[src/rtl/tmps_pkg.sv]
`default_nettype none
package tmps_pkg;
    localparam int NUM_PORTS = 10;
    localparam int NUM_TRUNKS = 8;
    localparam int NUM_SEL = 8;
    localparam logic [3:0] CPU_PORT = 4'h8;
    // register byte offsets
    localparam logic [7:0] OFS_CTRL = 8'h00;
    localparam logic [7:0] OFS_FLOW_SA_LO = 8'h04;
    localparam logic [7:0] OFS_FLOW_SA_HI = 8'h08;
    localparam logic [7:0] OFS_FLOW_DA_LO = 8'h0C;
    localparam logic [7:0] OFS_FLOW_DA_HI = 8'h10;
    localparam logic [7:0] OFS_STATS = 8'h14;
    localparam logic [7:0] OFS_LAST_MAP = 8'h18;
    localparam logic [7:0] OFS_SEL_BASE = 8'h20;
    localparam logic [7:0] OFS_MEMB_BASE = 8'h40;
    // control register fields
    localparam int CTRL_HASH_LSB = 0;
    localparam int CTRL_RING = 2;
    localparam int CTRL_ADDR_DST = 3;
    localparam int CTRL_FLOW_EN = 4;
    localparam int CTRL_REV_EN = 5;
    localparam int CTRL_IMIR_EN = 6;
    localparam int CTRL_EMIR_EN = 7;
    localparam int CTRL_MON_LSB = 8;
    localparam int CTRL_IMP_LSB = 12;
    localparam int CTRL_EMP_LSB = 16;
    localparam logic [31:0] CTRL_RESET = 32'h0000_0000;
    localparam logic [31:0] SEL_RESET = 32'h0000_0000;
    localparam logic [9:0] MEMB_RESET = 10'h000;

    typedef enum logic [1:0] {
        TMPS_HASH_BOTH = 2'b00,
        TMPS_HASH_SA = 2'b01,
        TMPS_HASH_DA = 2'b10,
        TMPS_HASH_PORT = 2'b11
    } tmps_hash_mode_t;

    typedef struct packed {
        logic [47:0] src_mac;
        logic [47:0] dst_mac;
        logic [3:0] src_port;
        logic [3:0] dst_port;
        logic dst_in_trunk;
        logic [2:0] dst_trunk;
        logic multicast;
        logic src_mirror_flag;
        logic dst_mirror_flag;
        logic [9:0] vlan_map;
    } tmps_req_t;

    typedef struct packed {
        logic [9:0] port_map;
        logic [9:0] mirror_map;
        logic discard;
    } tmps_res_t;
endpackage
`default_nettype wire

[src/rtl/tmps_select.sv]
// How it works
// eight trunk groups, each with up to eight member ports
// selection entries may name any port, including a cascade link
// unicast hash on SA+DA, SA, DA, or source port in ring mode
// multicast uses the same hash mode as unicast
// software keeps all trunk members in the same VLAN maps
// software rewrites selection entries when a member link fails
// trunk flag in address entry picks the destination trunk group
// unicast from a member of the destination trunk is discarded
// hash key indexes eight per-trunk entries naming a member port
// hash is a pure function of header fields, flows stay ordered
// multicast candidates start from the VLAN member map
// multicast drops the ingress port and its whole trunk
// multicast keeps exactly one hash-selected member per trunk
// mirroring by address, by address pair, or by port
// address-table mirror flag, source or destination matched
// flagged source or destination address copies to mirror port
// flow mirroring copies frames matching the programmed pair
// reverse enable also copies the swapped address pair
// ingress or egress of a chosen port copied to a mirror port
// two mirror ports, one ingress, one egress
// mirror ports carry only mirrored copies
// ten ports, CPU port is number 8
// 3-bit hash key by xor folding the selected bits
// port map registered one cycle after a valid request
//
// Added by the designer: the register addresses and the AHB-Lite slave port.
`timescale 1ns/10ps
`default_nettype none
module tmps_select #(
    parameter int PORTS = tmps_pkg::NUM_PORTS,
    parameter int TRUNKS = tmps_pkg::NUM_TRUNKS
) (
    // clock and reset
    input wire logic i_clk,
    input wire logic i_sys_rst,
    // ahb-lite slave
    input wire logic i_hsel,
    input wire logic [31:0] i_haddr,
    input wire logic [1:0] i_htrans,
    input wire logic i_hwrite,
    input wire logic [2:0] i_hsize,
    input wire logic [31:0] i_hwdata,
    input wire logic i_hready,
    output logic [31:0] o_hrdata,
    output logic o_hreadyout,
    output logic o_hresp,
    // search result in
    input wire logic i_req_valid,
    input wire tmps_pkg::tmps_req_t i_req,
    // forwarding result out
    output logic o_res_valid,
    output tmps_pkg::tmps_res_t o_res
);
    logic [31:0] ctrl;
    logic [47:0] flow_sa;
    logic [47:0] flow_da;
    logic [31:0] sel_tab [TRUNKS];
    logic [PORTS-1:0] memb [TRUNKS];
    logic [15:0] frame_cnt;
    logic [15:0] discard_cnt;
    logic [PORTS-1:0] last_map;

    // bus address phase capture
    logic wr_pend;
    logic [7:0] wr_addr;
    logic addr_ok;
    logic [31:0] rd_val;

    assign addr_ok = i_hsel && i_htrans[1] && i_hready;

    always_ff @(posedge i_clk) begin
        if (i_sys_rst) begin
            wr_pend <= 1'b0;
            wr_addr <= 8'h00;
        end else begin
            wr_pend <= addr_ok && i_hwrite;
            wr_addr <= i_haddr[7:0];
        end
    end

    always_ff @(posedge i_clk) begin
        if (i_sys_rst) begin
            o_hreadyout <= 1'b0;
            o_hresp <= 1'b0;
            o_hrdata <= 32'h0000_0000;
        end else begin
            o_hreadyout <= 1'b1;
            o_hresp <= 1'b0;
            if (addr_ok && !i_hwrite) begin
                o_hrdata <= rd_val;
            end
        end
    end

    // per-trunk read decode
    genvar tv;
    logic [31:0] trk_rd [TRUNKS];
    generate
        for (tv = 0; tv < TRUNKS; tv++) begin : g_trk_rd
            assign trk_rd[tv] = (i_haddr[7:0] == tmps_pkg::OFS_SEL_BASE + 8'(4 * tv))
                                ? sel_tab[tv]
                                : (i_haddr[7:0] == tmps_pkg::OFS_MEMB_BASE + 8'(4 * tv))
                                ? {22'h000000, memb[tv]} : 32'h0000_0000;
        end
    endgenerate

    always_comb begin
        rd_val = 32'h0000_0000;
        case (i_haddr[7:0])
            tmps_pkg::OFS_CTRL: rd_val = ctrl;
            tmps_pkg::OFS_FLOW_SA_LO: rd_val = flow_sa[31:0];
            tmps_pkg::OFS_FLOW_SA_HI: rd_val = {16'h0000, flow_sa[47:32]};
            tmps_pkg::OFS_FLOW_DA_LO: rd_val = flow_da[31:0];
            tmps_pkg::OFS_FLOW_DA_HI: rd_val = {16'h0000, flow_da[47:32]};
            tmps_pkg::OFS_STATS: rd_val = {discard_cnt, frame_cnt};
            tmps_pkg::OFS_LAST_MAP: rd_val = {22'h000000, last_map};
            default: begin
                for (int g = 0; g < TRUNKS; g++) begin
                    rd_val = rd_val | trk_rd[g];
                end
            end
        endcase
    end

    always_ff @(posedge i_clk) begin
        if (i_sys_rst) begin
            ctrl <= tmps_pkg::CTRL_RESET;
            flow_sa <= 48'h0000_0000_0000;
            flow_da <= 48'h0000_0000_0000;
        end else if (wr_pend) begin
            case (wr_addr)
                tmps_pkg::OFS_CTRL: ctrl <= i_hwdata;
                tmps_pkg::OFS_FLOW_SA_LO: flow_sa[31:0] <= i_hwdata;
                tmps_pkg::OFS_FLOW_SA_HI: flow_sa[47:32] <= i_hwdata[15:0];
                tmps_pkg::OFS_FLOW_DA_LO: flow_da[31:0] <= i_hwdata;
                tmps_pkg::OFS_FLOW_DA_HI: flow_da[47:32] <= i_hwdata[15:0];
                default: ;
            endcase
        end
    end

    // trunk tables, one pair of registers per group
    // eight groups of eight
    genvar gv;
    generate
        for (gv = 0; gv < TRUNKS; gv++) begin : g_trunk
            // software member update
            always_ff @(posedge i_clk) begin
                if (i_sys_rst) begin
                    sel_tab[gv] <= tmps_pkg::SEL_RESET;
                    memb[gv] <= tmps_pkg::MEMB_RESET;
                end else if (wr_pend) begin
                    if (wr_addr == tmps_pkg::OFS_SEL_BASE + 8'(4 * gv)) begin
                        sel_tab[gv] <= i_hwdata;
                    end
                    if (wr_addr == tmps_pkg::OFS_MEMB_BASE + 8'(4 * gv)) begin
                        memb[gv] <= i_hwdata[PORTS-1:0];
                    end
                end
            end
        end
    endgenerate

    // control fields
    logic [1:0] hash_mode;
    logic [3:0] mon_port;
    logic [3:0] imir_port;
    logic [3:0] emir_port;
    assign hash_mode = ctrl[tmps_pkg::CTRL_HASH_LSB +: 2];
    assign mon_port = ctrl[tmps_pkg::CTRL_MON_LSB +: 4];
    assign imir_port = ctrl[tmps_pkg::CTRL_IMP_LSB +: 4];
    assign emir_port = ctrl[tmps_pkg::CTRL_EMP_LSB +: 4];

    function automatic logic [2:0] fold3(input logic [47:0] v);
        logic [2:0] r;
        r = 3'h0;
        for (int i = 0; i < 16; i++) begin
            r = r ^ v[3*i +: 3];
        end
        return r;
    endfunction

    // ten numbered ports
    function automatic logic [PORTS-1:0] onehot(input logic [3:0] p);
        logic [PORTS-1:0] r;
        r = '0;
        for (int i = 0; i < PORTS; i++) begin
            r[i] = (p == 4'(i));
        end
        return r;
    endfunction

    // hash key
    logic [2:0] hkey;
    always_comb begin
        // hash mode choice
        case (tmps_pkg::tmps_hash_mode_t'(hash_mode))
            tmps_pkg::TMPS_HASH_SA: hkey = fold3(i_req.src_mac);
            tmps_pkg::TMPS_HASH_DA: hkey = fold3(i_req.dst_mac);
            tmps_pkg::TMPS_HASH_PORT: begin
                // source port only in ring mode
                if (ctrl[tmps_pkg::CTRL_RING]) begin
                    hkey = i_req.src_port[2:0] ^ {2'b00, i_req.src_port[3]};
                end else begin
                    hkey = fold3(i_req.src_mac ^ i_req.dst_mac);
                end
            end
            // xor fold key
            default: hkey = fold3(i_req.src_mac ^ i_req.dst_mac);
        endcase
    end

    // per-trunk selected member and source-trunk mask
    logic [PORTS-1:0] pick [TRUNKS];
    logic [PORTS-1:0] src_grp;
    logic [PORTS-1:0] src_bit;
    logic [PORTS-1:0] src_memb [TRUNKS];
    assign src_bit = onehot(i_req.src_port);
    generate
        for (tv = 0; tv < TRUNKS; tv++) begin : g_pick
            // entry may name any port
            // selection entry lookup
            assign pick[tv] = onehot(sel_tab[tv][4*hkey +: 4]);
            // source trunk members
            assign src_memb[tv] = ((memb[tv] & src_bit) != '0) ? memb[tv] : '0;
        end
    endgenerate
    always_comb begin
        src_grp = src_bit;
        for (int g = 0; g < TRUNKS; g++) begin
            src_grp = src_grp | src_memb[g];
        end
    end

    // forwarding map
    logic [PORTS-1:0] fwd;
    logic drop;
    always_comb begin
        fwd = '0;
        drop = 1'b0;
        if (i_req.multicast) begin
            // vlan candidates
            fwd = i_req.vlan_map;
            // remove source group
            fwd = fwd & ~src_grp;
            // one member per trunk
            for (int g = 0; g < TRUNKS; g++) begin
                if ((fwd & memb[g]) != '0) begin
                    fwd = (fwd & ~memb[g]) | pick[g];
                end
            end
        end else if (i_req.dst_in_trunk) begin
            // trunk member by hash
            fwd = pick[i_req.dst_trunk];
            // source in destination trunk
            if ((memb[i_req.dst_trunk] & src_bit) != '0) begin
                fwd = '0;
                drop = 1'b1;
            end
        end else begin
            fwd = onehot(i_req.dst_port);
        end
    end

    // mirror copies
    logic addr_hit;
    logic flow_hit;
    logic [PORTS-1:0] mir_ports;
    logic [PORTS-1:0] copies;
    always_comb begin
        // address mirror flag
        addr_hit = ctrl[tmps_pkg::CTRL_ADDR_DST] ? i_req.dst_mirror_flag
                                                  : i_req.src_mirror_flag;
        // flow pair match
        flow_hit = ctrl[tmps_pkg::CTRL_FLOW_EN]
                   && i_req.src_mac == flow_sa && i_req.dst_mac == flow_da;
        // reverse pair match
        if (ctrl[tmps_pkg::CTRL_FLOW_EN] && ctrl[tmps_pkg::CTRL_REV_EN]
            && i_req.src_mac == flow_da && i_req.dst_mac == flow_sa) begin
            flow_hit = 1'b1;
        end
        // two mirror ports
        mir_ports = '0;
        if (ctrl[tmps_pkg::CTRL_IMIR_EN]) begin
            mir_ports = mir_ports | onehot(imir_port);
        end
        if (ctrl[tmps_pkg::CTRL_EMIR_EN]) begin
            mir_ports = mir_ports | onehot(emir_port);
        end
        copies = '0;
        // ingress copy
        if (ctrl[tmps_pkg::CTRL_IMIR_EN]
            && (addr_hit || flow_hit || i_req.src_port == mon_port)) begin
            copies = copies | onehot(imir_port);
        end
        // egress copy
        if (ctrl[tmps_pkg::CTRL_EMIR_EN] && (fwd & onehot(mon_port)) != '0) begin
            copies = copies | onehot(emir_port);
        end
    end

    // registered result
    always_ff @(posedge i_clk) begin
        if (i_sys_rst) begin
            o_res_valid <= 1'b0;
            o_res <= '0;
        end else begin
            // one cycle result
            o_res_valid <= i_req_valid;
            if (i_req_valid) begin
                // mirror ports excluded
                o_res.port_map <= (fwd & ~mir_ports) | copies;
                o_res.mirror_map <= copies;
                o_res.discard <= drop;
            end
        end
    end

    // status counters
    always_ff @(posedge i_clk) begin
        if (i_sys_rst) begin
            frame_cnt <= 16'h0000;
            discard_cnt <= 16'h0000;
            last_map <= '0;
        end else if (i_req_valid) begin
            frame_cnt <= frame_cnt + 16'h0001;
            last_map <= (fwd & ~mir_ports) | copies;
            if (drop) begin
                discard_cnt <= discard_cnt + 16'h0001;
            end
        end
    end
endmodule // tmps_select
`default_nettype wire

[config.mk]
export PLATFORM = sky130hd
export DESIGN_NAME = tmps_select
export DESIGN_NICKNAME = d
export VERILOG_FILES = /design/src/rtl/tmps_pkg.sv /design/src/rtl/tmps_select.sv
export SDC_FILE = /design/constraint.sdc
export NUM_CORES = 2
export LEC_CHECK = 0
export ABC_AREA = 1
export BUFFER_PORTS_ARGS = -buffer_cell sky130_fd_sc_hd__buf_2
export CAP_MARGIN = 20
export CORE_MARGIN = 3
export CORE_UTILIZATION = 35
export CTS_BUF_LIST = sky130_fd_sc_hd__clkbuf_8
export DETAILED_ROUTE_END_ITERATION = 7
export PLACE_DENSITY = 0.58
export REMOVE_ABC_BUFFERS = 1
export SYNTH_ARGS = -nofsm -noshare
export SYNTH_HDL_FRONTEND = slang
export SYNTH_SLANG_ARGS = --single-unit
[constraint.sdc]
create_clock -name i_clk -period 7.77 [get_ports i_clk]
set_clock_uncertainty 0.1 [all_clocks]
set_input_delay 1.1655 -clock i_clk [delete_from_list [all_inputs] [get_ports i_clk]]
set_output_delay 1.1655 -clock i_clk [all_outputs]
set_load 0.01 [all_outputs]
==> flow_summary_export.csv <==
group,metric,value,unit
outcome,status,"complete, but fails checks",
setup_path,path_max_fanout,9,
sta,setup_viol_count_final,20,
clock_tree,clk_path_buf_depth,3,
logic_synthesis,ys_types,65,
setup_path,cp_slowest_cell,"o311ai_1",
drt,drt_pre_antenna_iters,6,
placement,post-dp-hpwl,151,mm
clock_tree,numCtsBuffers,99,
grt,grt-ovfl-total,0,
drt,vias,41000,
sta,rsz0062_at_grt,"true",
drt,totalWireLength,194,mm
setup_path,cp-end-kind,"register",
cells_and_area,nNetsFinal,5871,
die,dieArea,0.108,sq mm
grt,grt_max_degree,107,
setup_path,crit_top_cell,"nand3_2",
sta,tightestPinTransition,1220,ps
cells_and_area,multi_input_area,0.0202,sq mm
logic_synthesis,ys_top_cells_by_area,"edfxtp_1, dfxtp_1, nand2_1",
flow_run,maxCapViolCount,0,
setup_path,r2r_cells,56,
setup_path,critPathTopFamily,"simple AND/OR/NAND/NOR gates",
sta,slew_headroom,17.8,%
clock_tree,clock_latency,780,ps
clock_tree,clk_pin_slew,60,ps
outcome,violations,"setup timing",
clock_tree,cts.sinks,560,
sta,period_share,111,%
placement,place_inst,6882,
logic_synthesis,yosysSeqAreaShare,40.1,%
setup_path,cp.required,8300,ps
grt,antenna_found_initial,7,
logic_synthesis,synthArstFlopShare,0,%
cells_and_area,nFillCells,10400,
worst_hold_path,worstHoldPathCells,2,
worst_hold_path,min_path_type,"reg2reg",
logic_synthesis,syn_area_per_cell,7.34,sq um
grt,grt_pass1_vias,37700,
setup_path,cp_num_buf_inv,11,
setup_path,cp_slowest_stage_delay,320,ps
cells_and_area,fin_cells,7127,
logic_synthesis,yosysTopAreaCell,"edfxtp_1",
sta,worst_slack,-826,ps
clock_tree,cts_tree,"built",
drt,postRouteAntennaNets,0,
logic_synthesis,synthDominantCellAreaShare,27.8,%
logic_synthesis,synth_cells,4947,
placement,gp_congestion,1.09,
cells_and_area,seq_area,0.0146,sq mm
clock_tree,root_buffer,"clkbuf_8",
die,std_cell_rows,117,
grt,grt.total_usage,34.6,%
setup_path,crit_type,"in2reg",
drt,post-route-drc-count,0,
clock_tree,postCtsHoldBufs,0,
die,die_y,328,um
logic_synthesis,synth_seq_cells,560,
logic_synthesis,synth_top_flop_cell,"edfxtp_1",
grt,grt_pass1_wl,270,mm
cells_and_area,mostFrequentLayoutCell,"nand2_1",
cells_and_area,post-route-util,45.9,%
sta,timing.setup.tns,-15530,ps
die,core_area,0.102,sq mm
die,fp.dieW,328,um
clock_tree,cts.htree.levels,3,
cells_and_area,layout_common_cells,"nand2_1, nor2_1, buf_4",
drt,drt_iter0_markers,5645,
sta,hold_violations,0,
sta,min_period,8600,ps
logic_synthesis,yosys_warnings,0,
die,start_util,35.5,%
placement,io_buffer_count,222,
drt,viasPerCell,5.76,
logic_synthesis,synth_edf_count,336,
setup_path,path_depth,60,
setup_path,cp.arrival,9130,ps
logic_synthesis,syn_area,0.0363,sq mm
cells_and_area,areaGrowthSynthToFinish,29.3,%
die,ios,252,
sta,fmax,116,MHz
sta,maxSlewViolCount,0,
drt,avgRoutedWirePerCell,27.2,um
setup_path,cp-start-kind,"primary input",
cells_and_area,drive_above_1_share,24.4,%
[stage by stage]
| step | hold slack (ps) | setup slack (ps) | cell area (sq um) |
|---|---|---|---|
| after CTS | 365 | -421 | 45800 |
| after floorplan | 343 | -780 | 35200 |
| after detailed placement | 356 | -1590 | 42900 |
| final | 360 | -826 | 47000 |
| after global routing | 378 | -1090 | 47000 |
| after global placement | 352 | -1580 | 42800 |
[cells by family (layout without fill, tap and decap cells)]
logic type,after synthesis,count (layout),share of synthesized area [%]
AOI/OAI and AO/OA,1162,1162,19.1
xor gates and xnor gates,240,240,5.85
adders and majority gates,2,2,0.0689
buffers and inverters,854,1644,9.10
DFF,560,560,40.1
other,1,4,0.0103
and+or+nand+nor,2128,2147,25.8
[worst paths after layout]
| check | slack (ps) | start | end |
|---|---|---|---|
| worst max-delay path | -830 | i_req[64] | o_res[4] |
| worst min-delay path | 360 | o_hrdata[10] | o_hrdata[10] |
| worst max register to register | -380 | ctrl[0] | o_res[4] |
| worst min register to register | 360 | o_hrdata[10] | o_hrdata[10] |
[flip-flops by register name, summed over array words and instances (netlist names), 21 cells and up]
register	flops
sel_tab	256
memb	80
flow_da	48
flow_sa	48
ctrl	32
o_hrdata	32
o_res	21
[final cells by class]
type | instances | share of cell area [%]
antenna | 3 | 0.0160
clock buffer | 105 | 3.08
clock inverter | 79 | 1.07
inverter | 578 | 4.65
multi-input combinational | 3552 | 42.9
sequential | 560 | 31.0
tap | 1368 | 3.64
timing repair buffer | 882 | 13.6
[Yosys cell counts, types with 10 or more instances]
library cell,n
clkbuf_1,216
a32o_1,12
nor2_1,720
nand3_2,28
nor4_1,43
dfxtp_1,224
nand4_1,52
o221ai_1,30
nor2_2,17
nor2_4,11
inv_1,533
inv_2,37
a21oi_1,281
o22ai_1,145
nand2_1,807
o311ai_0,27
buf_1,14
o21bai_1,14
a2111oi_0,18
a31oi_1,19
nand3_1,344
xor2_1,133
o2111ai_1,14
edfxtp_1,336
o21ai_0,456
nor3_1,50
xnor2_1,104
o211ai_1,21
buf_2,35
a221oi_1,76
o21ai_1,10
[metal layers]
layer	track usage (%)	share of wire, %
met1	48.2	42
met2	51.7	43
met3	6.42	10
met4	16.5	5.3
met5	0	0.0052
[worst reg2reg max path: cells and delay by family, from the launching register on]
| kind | cells | cell delay, ps |
|---|---|---|
| simple gates | 45 | 5960 |
| buf+inv | 8 | 1110 |
| flops | 1 | 350 |
| compound gates | 3 | 510 |
[timing repair]
action,4_1_cts,5_1_grt
pin swaps,31,85
gates resized for setup,132,184
endpoints found under the setup margin,20,20
buffers inserted,15,18
gates cloned,14,9
Power is not shown: default switching activity piles up to over one toggle a cycle in this logic, so the estimate is an artifact.
